<file path="src/common/wtc_pkg.sv">
// Shared constants and types of the warning threshold compare block.
package wtc_pkg;

   // Seven-bit serial address of the management page holding the bank.
   localparam logic [6:0] SERIAL_ADDR = 7'h51;

   // Byte addresses of the threshold registers.
   localparam logic [7:0] OFS_TEMP_HIGH_WARN_UPPER = 8'h04;
   localparam logic [7:0] OFS_TEMP_HIGH_WARN_LOWER = 8'h05;
   localparam logic [7:0] OFS_TEMP_LOW_WARN_UPPER = 8'h06;
   localparam logic [7:0] OFS_TEMP_LOW_WARN_LOWER = 8'h07;
   localparam logic [7:0] OFS_VOLT_HIGH_WARN_UPPER = 8'h0C;
   localparam logic [7:0] OFS_VOLT_HIGH_WARN_LOWER = 8'h0D;

   // Storage slots of the bank; the none code marks an unmapped address.
   localparam int NUM_THR = 6;
   localparam logic [2:0] IDX_TEMP_HIGH_UPPER = 3'h0;
   localparam logic [2:0] IDX_TEMP_HIGH_LOWER = 3'h1;
   localparam logic [2:0] IDX_TEMP_LOW_UPPER = 3'h2;
   localparam logic [2:0] IDX_TEMP_LOW_LOWER = 3'h3;
   localparam logic [2:0] IDX_VOLT_HIGH_UPPER = 3'h4;
   localparam logic [2:0] IDX_VOLT_HIGH_LOWER = 3'h5;
   localparam logic [2:0] IDX_NONE = 3'h7;

   localparam logic [7:0] THR_RESET = 8'h00;
   localparam logic [7:0] UNMAPPED_READ = 8'h00;
   localparam logic [3:0] BITS_PER_BYTE = 4'h8;

   // Scales of the threshold bytes.
   localparam int TEMP_UPPER_LSB_MDEGC = 1000;
   localparam int VOLT_UPPER_LSB_UV = 25600;
   localparam int VOLT_LOWER_LSB_UV = 100;

   typedef enum logic [2:0] {
      WTC_IDLE = 3'b000,
      WTC_ADDR = 3'b001,
      WTC_ACK_ADDR = 3'b010,
      WTC_WRITE = 3'b011,
      WTC_ACK_WRITE = 3'b100,
      WTC_READ = 3'b101,
      WTC_ACK_READ = 3'b110
   } wtc_state_type;

endpackage

</file>
<file path="src/common/wtc_cmp_if.sv">
// Signals between the threshold bank and the warning comparator.
`timescale 1ns/1ps
interface wtc_cmp_if;
   logic [7:0] temp_high_thr;
   logic [7:0] temp_low_thr;
   logic [7:0] volt_high_thr;
   logic [7:0] measured_temp_upper;
   logic [7:0] measured_supply_upper;
   logic meas_store;
   logic warn_temp_high;
   logic warn_temp_low;
   logic warn_volt_high;

   modport bank (
      output temp_high_thr,
      output temp_low_thr,
      output volt_high_thr,
      output measured_temp_upper,
      output measured_supply_upper,
      output meas_store,
      input warn_temp_high,
      input warn_temp_low,
      input warn_volt_high
   );

   modport compare (
      input temp_high_thr,
      input temp_low_thr,
      input volt_high_thr,
      input measured_temp_upper,
      input measured_supply_upper,
      input meas_store,
      output warn_temp_high,
      output warn_temp_low,
      output warn_volt_high
   );
endinterface

</file>
<file path="src/wtc_compare.sv">
// Warning comparator: upper bytes of measurements against thresholds.
`timescale 1ns/1ps
module wtc_compare #(
   parameter int W = 8,
   parameter bit TEMP_SIGNED = 1'b1
) (
   input wire logic clk,
   input wire logic resetn,
   wtc_cmp_if.compare bus
);

   if (W != 8) begin : g_width_check
      $error("wtc_compare serves byte-wide comparisons only");
   end
   if (wtc_pkg::VOLT_UPPER_LSB_UV != 256 * wtc_pkg::VOLT_LOWER_LSB_UV)
   begin : g_scale_check
      $error("voltage upper byte step must be 256 lower steps");
   end

   typedef struct packed {
      logic temp_high;
      logic temp_low;
      logic volt_high;
   } wtc_flags_type;

   wtc_flags_type cur;
   wtc_flags_type next_cur;

   function automatic logic above(input logic [W-1:0] a,
                                  input logic [W-1:0] b,
                                  input logic sgn);
      above = sgn ? ($signed(a) > $signed(b)) : (a > b);
   endfunction

   // Flags follow the raw measurement and only change when a new one is
   // stored, so a flag clears on the next store after its cause is gone.
   always_comb begin
      next_cur = cur;
      if (bus.meas_store) begin
         // Raw bytes, no calibration; both sides on the same degree scale.
         next_cur.temp_high = above(bus.measured_temp_upper,
            bus.temp_high_thr, TEMP_SIGNED);
         next_cur.temp_low = above(bus.temp_low_thr,
            bus.measured_temp_upper, TEMP_SIGNED);
         // Upper byte steps of 25.6 mV on both sides.
         next_cur.volt_high = above(bus.measured_supply_upper,
            bus.volt_high_thr, 1'b0);
      end
   end

   always_ff @(posedge clk or negedge resetn) begin
      if (!resetn) begin
         cur <= '0;
      end else begin
         cur <= next_cur;
      end
   end

   assign bus.warn_temp_high = cur.temp_high;
   assign bus.warn_temp_low = cur.temp_low;
   assign bus.warn_volt_high = cur.volt_high;

endmodule // wtc_compare

</file>
<file path="src/wtc_top.sv">
// Warning threshold bank on the two-wire management bus, with comparator.
// How it works
// - Temperature-high warning when measured upper byte exceeds its threshold.
// - Temperature-low warning when measured upper byte is below its threshold.
// - Voltage-high warning when measured supply upper byte exceeds threshold.
// - Temperature threshold upper byte counts whole degrees, like the reading.
// - Voltage threshold upper byte counts 25.6 mV steps.
// - Voltage lower byte is the low half of a 100 uV sixteen-bit value.
// - Each threshold is upper byte above lower byte, sixteen bits.
// - Lower threshold bytes are stored but never compared.
// - Comparisons use raw readings; thresholds are never calibrated.
`timescale 1ns/1ps
module wtc_top #(
   parameter bit TEMP_SIGNED = 1'b1
) (
   input wire logic clk,
   input wire logic resetn,
   input wire logic scl_in,
   input wire logic sda_in,
   output logic sda_out,
   output logic sda_oe,
   input wire logic meas_store,
   input wire logic [7:0] measured_temp_upper,
   input wire logic [7:0] measured_supply_upper,
   output logic warn_temp_high,
   output logic warn_temp_low,
   output logic warn_volt_high
);

   typedef struct packed {
      logic scl_meta;
      logic scl_sync;
      logic scl_prev;
      logic sda_meta;
      logic sda_sync;
      logic sda_prev;
      wtc_pkg::wtc_state_type state;
      logic [3:0] bit_count;
      logic [7:0] shift;
      logic read_dir;
      logic ptr_pending;
      logic [7:0] ptr;
      logic sda_drive;
      logic [wtc_pkg::NUM_THR-1:0][7:0] thr;
   } wtc_bank_type;

   wtc_bank_type cur;
   wtc_bank_type next_cur;
   logic scl_rise;
   logic scl_fall;
   logic bus_start;
   logic bus_stop;
   logic [2:0] wr_idx;
   logic [7:0] rd_data;

   wtc_cmp_if cmp_bus ();

   function automatic logic [2:0] thr_index(input logic [7:0] a);
      case (a)
         wtc_pkg::OFS_TEMP_HIGH_WARN_UPPER:
            thr_index = wtc_pkg::IDX_TEMP_HIGH_UPPER;
         wtc_pkg::OFS_TEMP_HIGH_WARN_LOWER:
            thr_index = wtc_pkg::IDX_TEMP_HIGH_LOWER;
         wtc_pkg::OFS_TEMP_LOW_WARN_UPPER:
            thr_index = wtc_pkg::IDX_TEMP_LOW_UPPER;
         wtc_pkg::OFS_TEMP_LOW_WARN_LOWER:
            thr_index = wtc_pkg::IDX_TEMP_LOW_LOWER;
         wtc_pkg::OFS_VOLT_HIGH_WARN_UPPER:
            thr_index = wtc_pkg::IDX_VOLT_HIGH_UPPER;
         wtc_pkg::OFS_VOLT_HIGH_WARN_LOWER:
            thr_index = wtc_pkg::IDX_VOLT_HIGH_LOWER;
         default:
            thr_index = wtc_pkg::IDX_NONE;
      endcase
   endfunction

   // Only the synchronised and delayed copies are looked at, never the
   // first stage of either pin synchroniser.
   assign scl_rise = cur.scl_sync & ~cur.scl_prev;
   assign scl_fall = ~cur.scl_sync & cur.scl_prev;
   assign bus_start = cur.scl_sync & cur.scl_prev & cur.sda_prev &
      ~cur.sda_sync;
   assign bus_stop = cur.scl_sync & cur.scl_prev & ~cur.sda_prev &
      cur.sda_sync;

   always_comb begin
      wr_idx = thr_index(cur.ptr);
      rd_data = (thr_index(cur.ptr) == wtc_pkg::IDX_NONE) ?
         wtc_pkg::UNMAPPED_READ : cur.thr[thr_index(cur.ptr)];
   end

   always_comb begin
      next_cur = cur;
      next_cur.scl_meta = scl_in;
      next_cur.scl_sync = cur.scl_meta;
      next_cur.scl_prev = cur.scl_sync;
      next_cur.sda_meta = sda_in;
      next_cur.sda_sync = cur.sda_meta;
      next_cur.sda_prev = cur.sda_sync;
      if (bus_start) begin
         next_cur.state = wtc_pkg::WTC_ADDR;
         next_cur.bit_count = '0;
         next_cur.sda_drive = 1'b0;
         next_cur.ptr_pending = 1'b1;
      end else if (bus_stop) begin
         next_cur.state = wtc_pkg::WTC_IDLE;
         next_cur.sda_drive = 1'b0;
      end else begin
         unique case (cur.state)
            wtc_pkg::WTC_IDLE: begin
            end
            wtc_pkg::WTC_ADDR, wtc_pkg::WTC_WRITE: begin
               if (scl_rise) begin
                  next_cur.shift = {cur.shift[6:0], cur.sda_sync};
                  next_cur.bit_count = cur.bit_count + 4'h1;
               end else if (scl_fall &&
                            cur.bit_count == wtc_pkg::BITS_PER_BYTE) begin
                  next_cur.bit_count = '0;
                  if (cur.state == wtc_pkg::WTC_ADDR) begin
                     if (cur.shift[7:1] == wtc_pkg::SERIAL_ADDR) begin
                        next_cur.state = wtc_pkg::WTC_ACK_ADDR;
                        next_cur.sda_drive = 1'b1;
                        next_cur.read_dir = cur.shift[0];
                     end else begin
                        next_cur.state = wtc_pkg::WTC_IDLE;
                     end
                  end else begin
                     next_cur.state = wtc_pkg::WTC_ACK_WRITE;
                     next_cur.sda_drive = 1'b1;
                     if (cur.ptr_pending) begin
                        next_cur.ptr = cur.shift;
                        next_cur.ptr_pending = 1'b0;
                     end else begin
                        // Lower bytes are kept whole so the host reads back
                        // the sixteen-bit value it wrote.
                        if (wr_idx != wtc_pkg::IDX_NONE) begin
                           next_cur.thr[wr_idx] = cur.shift;
                        end
                        next_cur.ptr = cur.ptr + 8'h01;
                     end
                  end
               end
            end
            wtc_pkg::WTC_ACK_ADDR: begin
               if (scl_fall) begin
                  if (cur.read_dir) begin
                     next_cur.state = wtc_pkg::WTC_READ;
                     next_cur.shift = rd_data;
                     next_cur.sda_drive = ~rd_data[7];
                     next_cur.ptr = cur.ptr + 8'h01;
                  end else begin
                     next_cur.state = wtc_pkg::WTC_WRITE;
                     next_cur.sda_drive = 1'b0;
                  end
               end
            end
            wtc_pkg::WTC_ACK_WRITE: begin
               if (scl_fall) begin
                  next_cur.state = wtc_pkg::WTC_WRITE;
                  next_cur.sda_drive = 1'b0;
               end
            end
            wtc_pkg::WTC_READ: begin
               if (scl_rise) begin
                  next_cur.bit_count = cur.bit_count + 4'h1;
               end else if (scl_fall) begin
                  if (cur.bit_count == wtc_pkg::BITS_PER_BYTE) begin
                     next_cur.state = wtc_pkg::WTC_ACK_READ;
                     next_cur.sda_drive = 1'b0;
                     next_cur.bit_count = '0;
                  end else begin
                     next_cur.shift = {cur.shift[6:0], 1'b0};
                     next_cur.sda_drive = ~cur.shift[6];
                  end
               end
            end
            wtc_pkg::WTC_ACK_READ: begin
               // A host that does not acknowledge ends the read burst.
               if (scl_rise && cur.sda_sync) begin
                  next_cur.state = wtc_pkg::WTC_IDLE;
               end else if (scl_fall) begin
                  next_cur.state = wtc_pkg::WTC_READ;
                  next_cur.shift = rd_data;
                  next_cur.sda_drive = ~rd_data[7];
                  next_cur.ptr = cur.ptr + 8'h01;
               end
            end
            default: begin
               next_cur.state = wtc_pkg::WTC_IDLE;
               next_cur.sda_drive = 1'b0;
            end
         endcase
      end
   end

   always_ff @(posedge clk or negedge resetn) begin
      if (!resetn) begin
         cur <= '{scl_meta: 1'b1, scl_sync: 1'b1, scl_prev: 1'b1,
                  sda_meta: 1'b1, sda_sync: 1'b1, sda_prev: 1'b1,
                  state: wtc_pkg::WTC_IDLE, bit_count: 4'h0,
                  shift: 8'h00, read_dir: 1'b0, ptr_pending: 1'b0,
                  ptr: 8'h00, sda_drive: 1'b0,
                  thr: {wtc_pkg::NUM_THR{wtc_pkg::THR_RESET}}};
      end else begin
         cur <= next_cur;
      end
   end

   // Only the upper bytes reach the comparator; the lower bytes stop here.
   assign cmp_bus.temp_high_thr =
      cur.thr[wtc_pkg::IDX_TEMP_HIGH_UPPER];
   assign cmp_bus.temp_low_thr =
      cur.thr[wtc_pkg::IDX_TEMP_LOW_UPPER];
   assign cmp_bus.volt_high_thr =
      cur.thr[wtc_pkg::IDX_VOLT_HIGH_UPPER];
   assign cmp_bus.measured_temp_upper = measured_temp_upper;
   assign cmp_bus.measured_supply_upper = measured_supply_upper;
   assign cmp_bus.meas_store = meas_store;

   wtc_compare #(
      .W(8),
      .TEMP_SIGNED(TEMP_SIGNED)
   ) u_compare (
      .clk(clk),
      .resetn(resetn),
      .bus(cmp_bus)
   );

   // Open-drain: the pin is only ever pulled low.
   assign sda_out = 1'b0;
   assign sda_oe = cur.sda_drive;
   assign warn_temp_high = cmp_bus.warn_temp_high;
   assign warn_temp_low = cmp_bus.warn_temp_low;
   assign warn_volt_high = cmp_bus.warn_volt_high;

endmodule // wtc_top

</file>
<file path="config.mk">
export PLATFORM = sky130hd
export DESIGN_NAME = wtc_top
export DESIGN_NICKNAME = d
export VERILOG_FILES = /design/src/common/wtc_pkg.sv /design/src/common/wtc_cmp_if.sv /design/src/wtc_compare.sv /design/src/wtc_top.sv
export SDC_FILE = /design/constraint.sdc
export NUM_CORES = 1
export LEC_CHECK = 0
export BUFFER_PORTS_ARGS = -buffer_cell sky130_fd_sc_hd__buf_2
export CAP_MARGIN = 30
export CORE_MARGIN = 3
export CORE_UTILIZATION = 57
export CTS_BUF_LIST = sky130_fd_sc_hd__clkbuf_8 sky130_fd_sc_hd__clkbuf_16
export DETAILED_ROUTE_END_ITERATION = 16
export GPL_ROUTABILITY_DRIVEN = 1
export GPL_TIMING_DRIVEN = 0
export PLACE_DENSITY = 0.75
export SYNTH_ARGS = -nofsm -noshare
export SYNTH_HDL_FRONTEND = slang
export SYNTH_SLANG_ARGS = --single-unit
</file>
<file path="constraint.sdc">
create_clock -name clk -period 5.1 [get_ports clk]
set_clock_uncertainty 0.2 [all_clocks]
set_input_delay 1.53 -clock clk [delete_from_list [all_inputs] [get_ports clk]]
set_output_delay 1.53 -clock clk [all_outputs]
set_load 0.02 [all_outputs]
</file>
==> impl_results.md <==
- Status: finished clean
- First-pass GRT wire length: 20300 µm
- Main synth FF type: dfrtp_1
- Initial antenna violation count: 0
- Post-Syn Area: 0.00514 mm²
- DP Area: 0.00542 mm²
- Area Overhead vs Synth: 9.72%
- Xor and xnor area share after synthesis: 0.682%
- Clock Latency Late Sink: 0.36 ns
- Vias in the first global route: 4066
- Number of antenna diodes: 0
- Postcts setup bufs: 0
- Cells along the critical path: inv_1 -> ha_1 -> clkbuf_1 -> nand2b_1 -> or3_1 -> nor4_1 -> nand2_1 -> mux2_2
- Peak supply drop: 0.150 mV
- Core Region: 0.00872 mm²
- Final period utilization: 65.8%
- Syn_area_per_cell: 9.60 µm²
- Chip width: 101 µm
- Clk root buf: clkbuf_8
- FMAX: 298 MHz
- Total GRT Usage: 25.4%
- Maxcap violations: 0
- Crit end category: register
- Ports: 26
- DR iter-0 viols: 469
- Final min period: 3.36 ns
- DR WL/cell: 17.9 µm
- Mux contribution to synthesized area: 13.3%
- Routed wl met2: 5630 µm
- Synth async-reset ratio: 100%
- # fillers: 721
- Post_cts resized: 0
- CTS buffer count: 9
- CP max stage delay: 0.55 ns
- Drt pass-1 iters: 6
- H-tree depth: 3
- Synth Instances: 535
- Final Util: 64.6%
- Commonest non-fill, non-tap cell in the layout: dfrtp_1
- Drt drc: 0
- RePlAce Congestion: 0.930
- Hpwl dp: 9010 µm
- Syn nets: 589
- Largest family of logic cells by synthesized area: compound AO/OA/AOI/OAI gates
- Via density: 6.13
- Crit Path Category: register to register
- Pwr dens: 265 mW/mm²
- Ratio of cells with drive above 1 in the final layout: 19.7%
- Unrepaired setup endpoints after global routing: false
- Number of flops mapped to enable cells by yosys: 0
- Final setup fails: 0
- Clk pin slew, worst setup/hold paths: 0.09 ns
- Clock sink count: 83
- Met3 wire len: 669 µm
- Lkg Pwr: 0.00259 µW
- PortBufs: 23
- Synth unique cells: 66
- Min-Delay Path Class: register to register
- Flops & latches, synth: 83
- Die H: 101 µm
- Routed WL: 12200 µm
- Uppermost routed layer: met4
- Routed Antenna Nets: 0
- CP Data Required Time: 5.14 ns
- Clock tree buffer depth: 2
- CTS tree: yes
- Setup TNS: 0 ns
- Most frequent cells in the layout: dfrtp_1, mux2_2, nand2_1
- Crit path max fanout: 10
- Compound-Gate Fraction of Synth Area: 16.9%
- DR vias: 4186
- Sequential area share after synthesis: 40.6%
- Ys Warns: 0
- Grt ovf: 0
- Post-synthesis adder-cell area fraction: 8.04%
- Met1 wire length: 5660 µm
- Critical Path Source Type: register
- Crit path DAT: 3.40 ns
- Slew Viols, Final: 0
- Worst slew pin tran: 0.667 ns
- Simple-Gate Fraction of Synth Area: 15.2%
- Place WS: 1.71 ns
- Nets: 624
- Hold Vio Cnt, Final: 0
- Largest net degree at the start of global routing: 53
- Total die area: 0.0102 mm²
- Worst rel slew slack: 54.9%
- Hold buffer count at CTS: 0
- Initial Utilization: 58.9%
- Slowest stage cell, crit path: dfstp_2
- Final worst slack: 1.74 ns
- Row count: 34
- Post-route cell area: 0.00564 mm²
[kinds of logic after synthesis]
logic type | after synthesis
AO/OA/AOI/OAI | 132
XOR/XNOR | 4
adder cells (fa/ha/maj) | 33
buffers and inverters | 70
flip-flops | 83
multiplexers | 62
other | 1
AND/OR/NAND/NOR | 150
[final timing paths]
check	from	depth (start not counted)	to	slack, ns
max	cur[77]$_DFF_PN1_	8	register	1.74
max reg2reg	cur[77]$_DFF_PN1_	8	register	1.74
min in group asynchronous	resetn	1	u_compare.bus.warn_volt_high$_DFFE_PN0P_	0.90
min	cur[76]$_DFF_PN1_	0	cur[75]$_DFF_PN1_	0.15
min reg2reg	cur[76]$_DFF_PN1_	0	cur[75]$_DFF_PN1_	0.15
max in group asynchronous	resetn	2	cur[76]$_DFF_PN1_	3.13
[Yosys cell counts (all sizes together) (5+ instances only)]
library cell	n	area (µm²)
dfrtp	77	1930
nand2	52	203
mux2	51	574
o21ai	45	225
inv	38	143
ha	33	413
clkbuf	25	93.8
nor2	25	93.8
nand3	17	85.1
a21oi	16	80.1
mux2i	11	110
a31oi	9	56.3
nand2b	8	50.1
buf	7	31.3
a211oi	6	45.0
a2bb2oi	6	52.6
and2	6	38.8
dfstp	6	158
nor2b	6	37.5
o221ai	6	52.6
o22ai	6	37.5
and3	5	33.8
nor3	5	25.0
o211ai	5	37.5
o21a	5	37.5
[routing by layer]
layer / vias to the layer above / track usage, %
li1: 1992 / -
met2: 133 / 40.0
met3: 26 / 3.60
met4: 0 / 7.77
met1: 2035 / 36.4
met5: - / 0
[worst max-delay path: cells and delay by family (launching register included)]
kind                       cells  cell delay [ns]
adders and majority gates      1             0.18
DFF                            1             0.55
buffers and inverters          2             0.27
muxes                          1             0.38
and+or+nand+nor                4             1.65
[area by class of cell]
type | instances | area, µm² | share of cell area (%)
multi-input combinational | 382 | 2780 | 49.4
tap | 108 | 135 | 2.40
sequential | 83 | 2080 | 37.0
buffer | 32 | 125 | 2.22
clock inverter | 5 | 67.6 | 1.20
clock buffer | 11 | 151 | 2.69
timing repair buffer | 24 | 145 | 2.58
inverter | 38 | 143 | 2.53
[power breakdown]
| part | total [µW] | switching [µW] | internal (µW) |
|---|---|---|---|
| clock | 519 | 259 | 260 |
| combinational | 260 | 183 | 77.4 |
| sequential | 713 | 17.4 | 696 |
| total | 1490 | 459 | 1030 |
[per-stage QoR]
| stage | power, µW | hold slack, ns | std cells |
|---|---|---|---|
| global placement | 970 | 0.146 | 666 |
| global route | 1560 | 0.158 | 683 |
| finish | 1490 | 0.149 | 683 |
| CTS | 1500 | 0.150 | 683 |
| detailed placement | 983 | 0.151 | 667 |
| floorplan | 879 | 0.145 | 535 |
No activity file was read; power rests on OpenSTA's default activity.
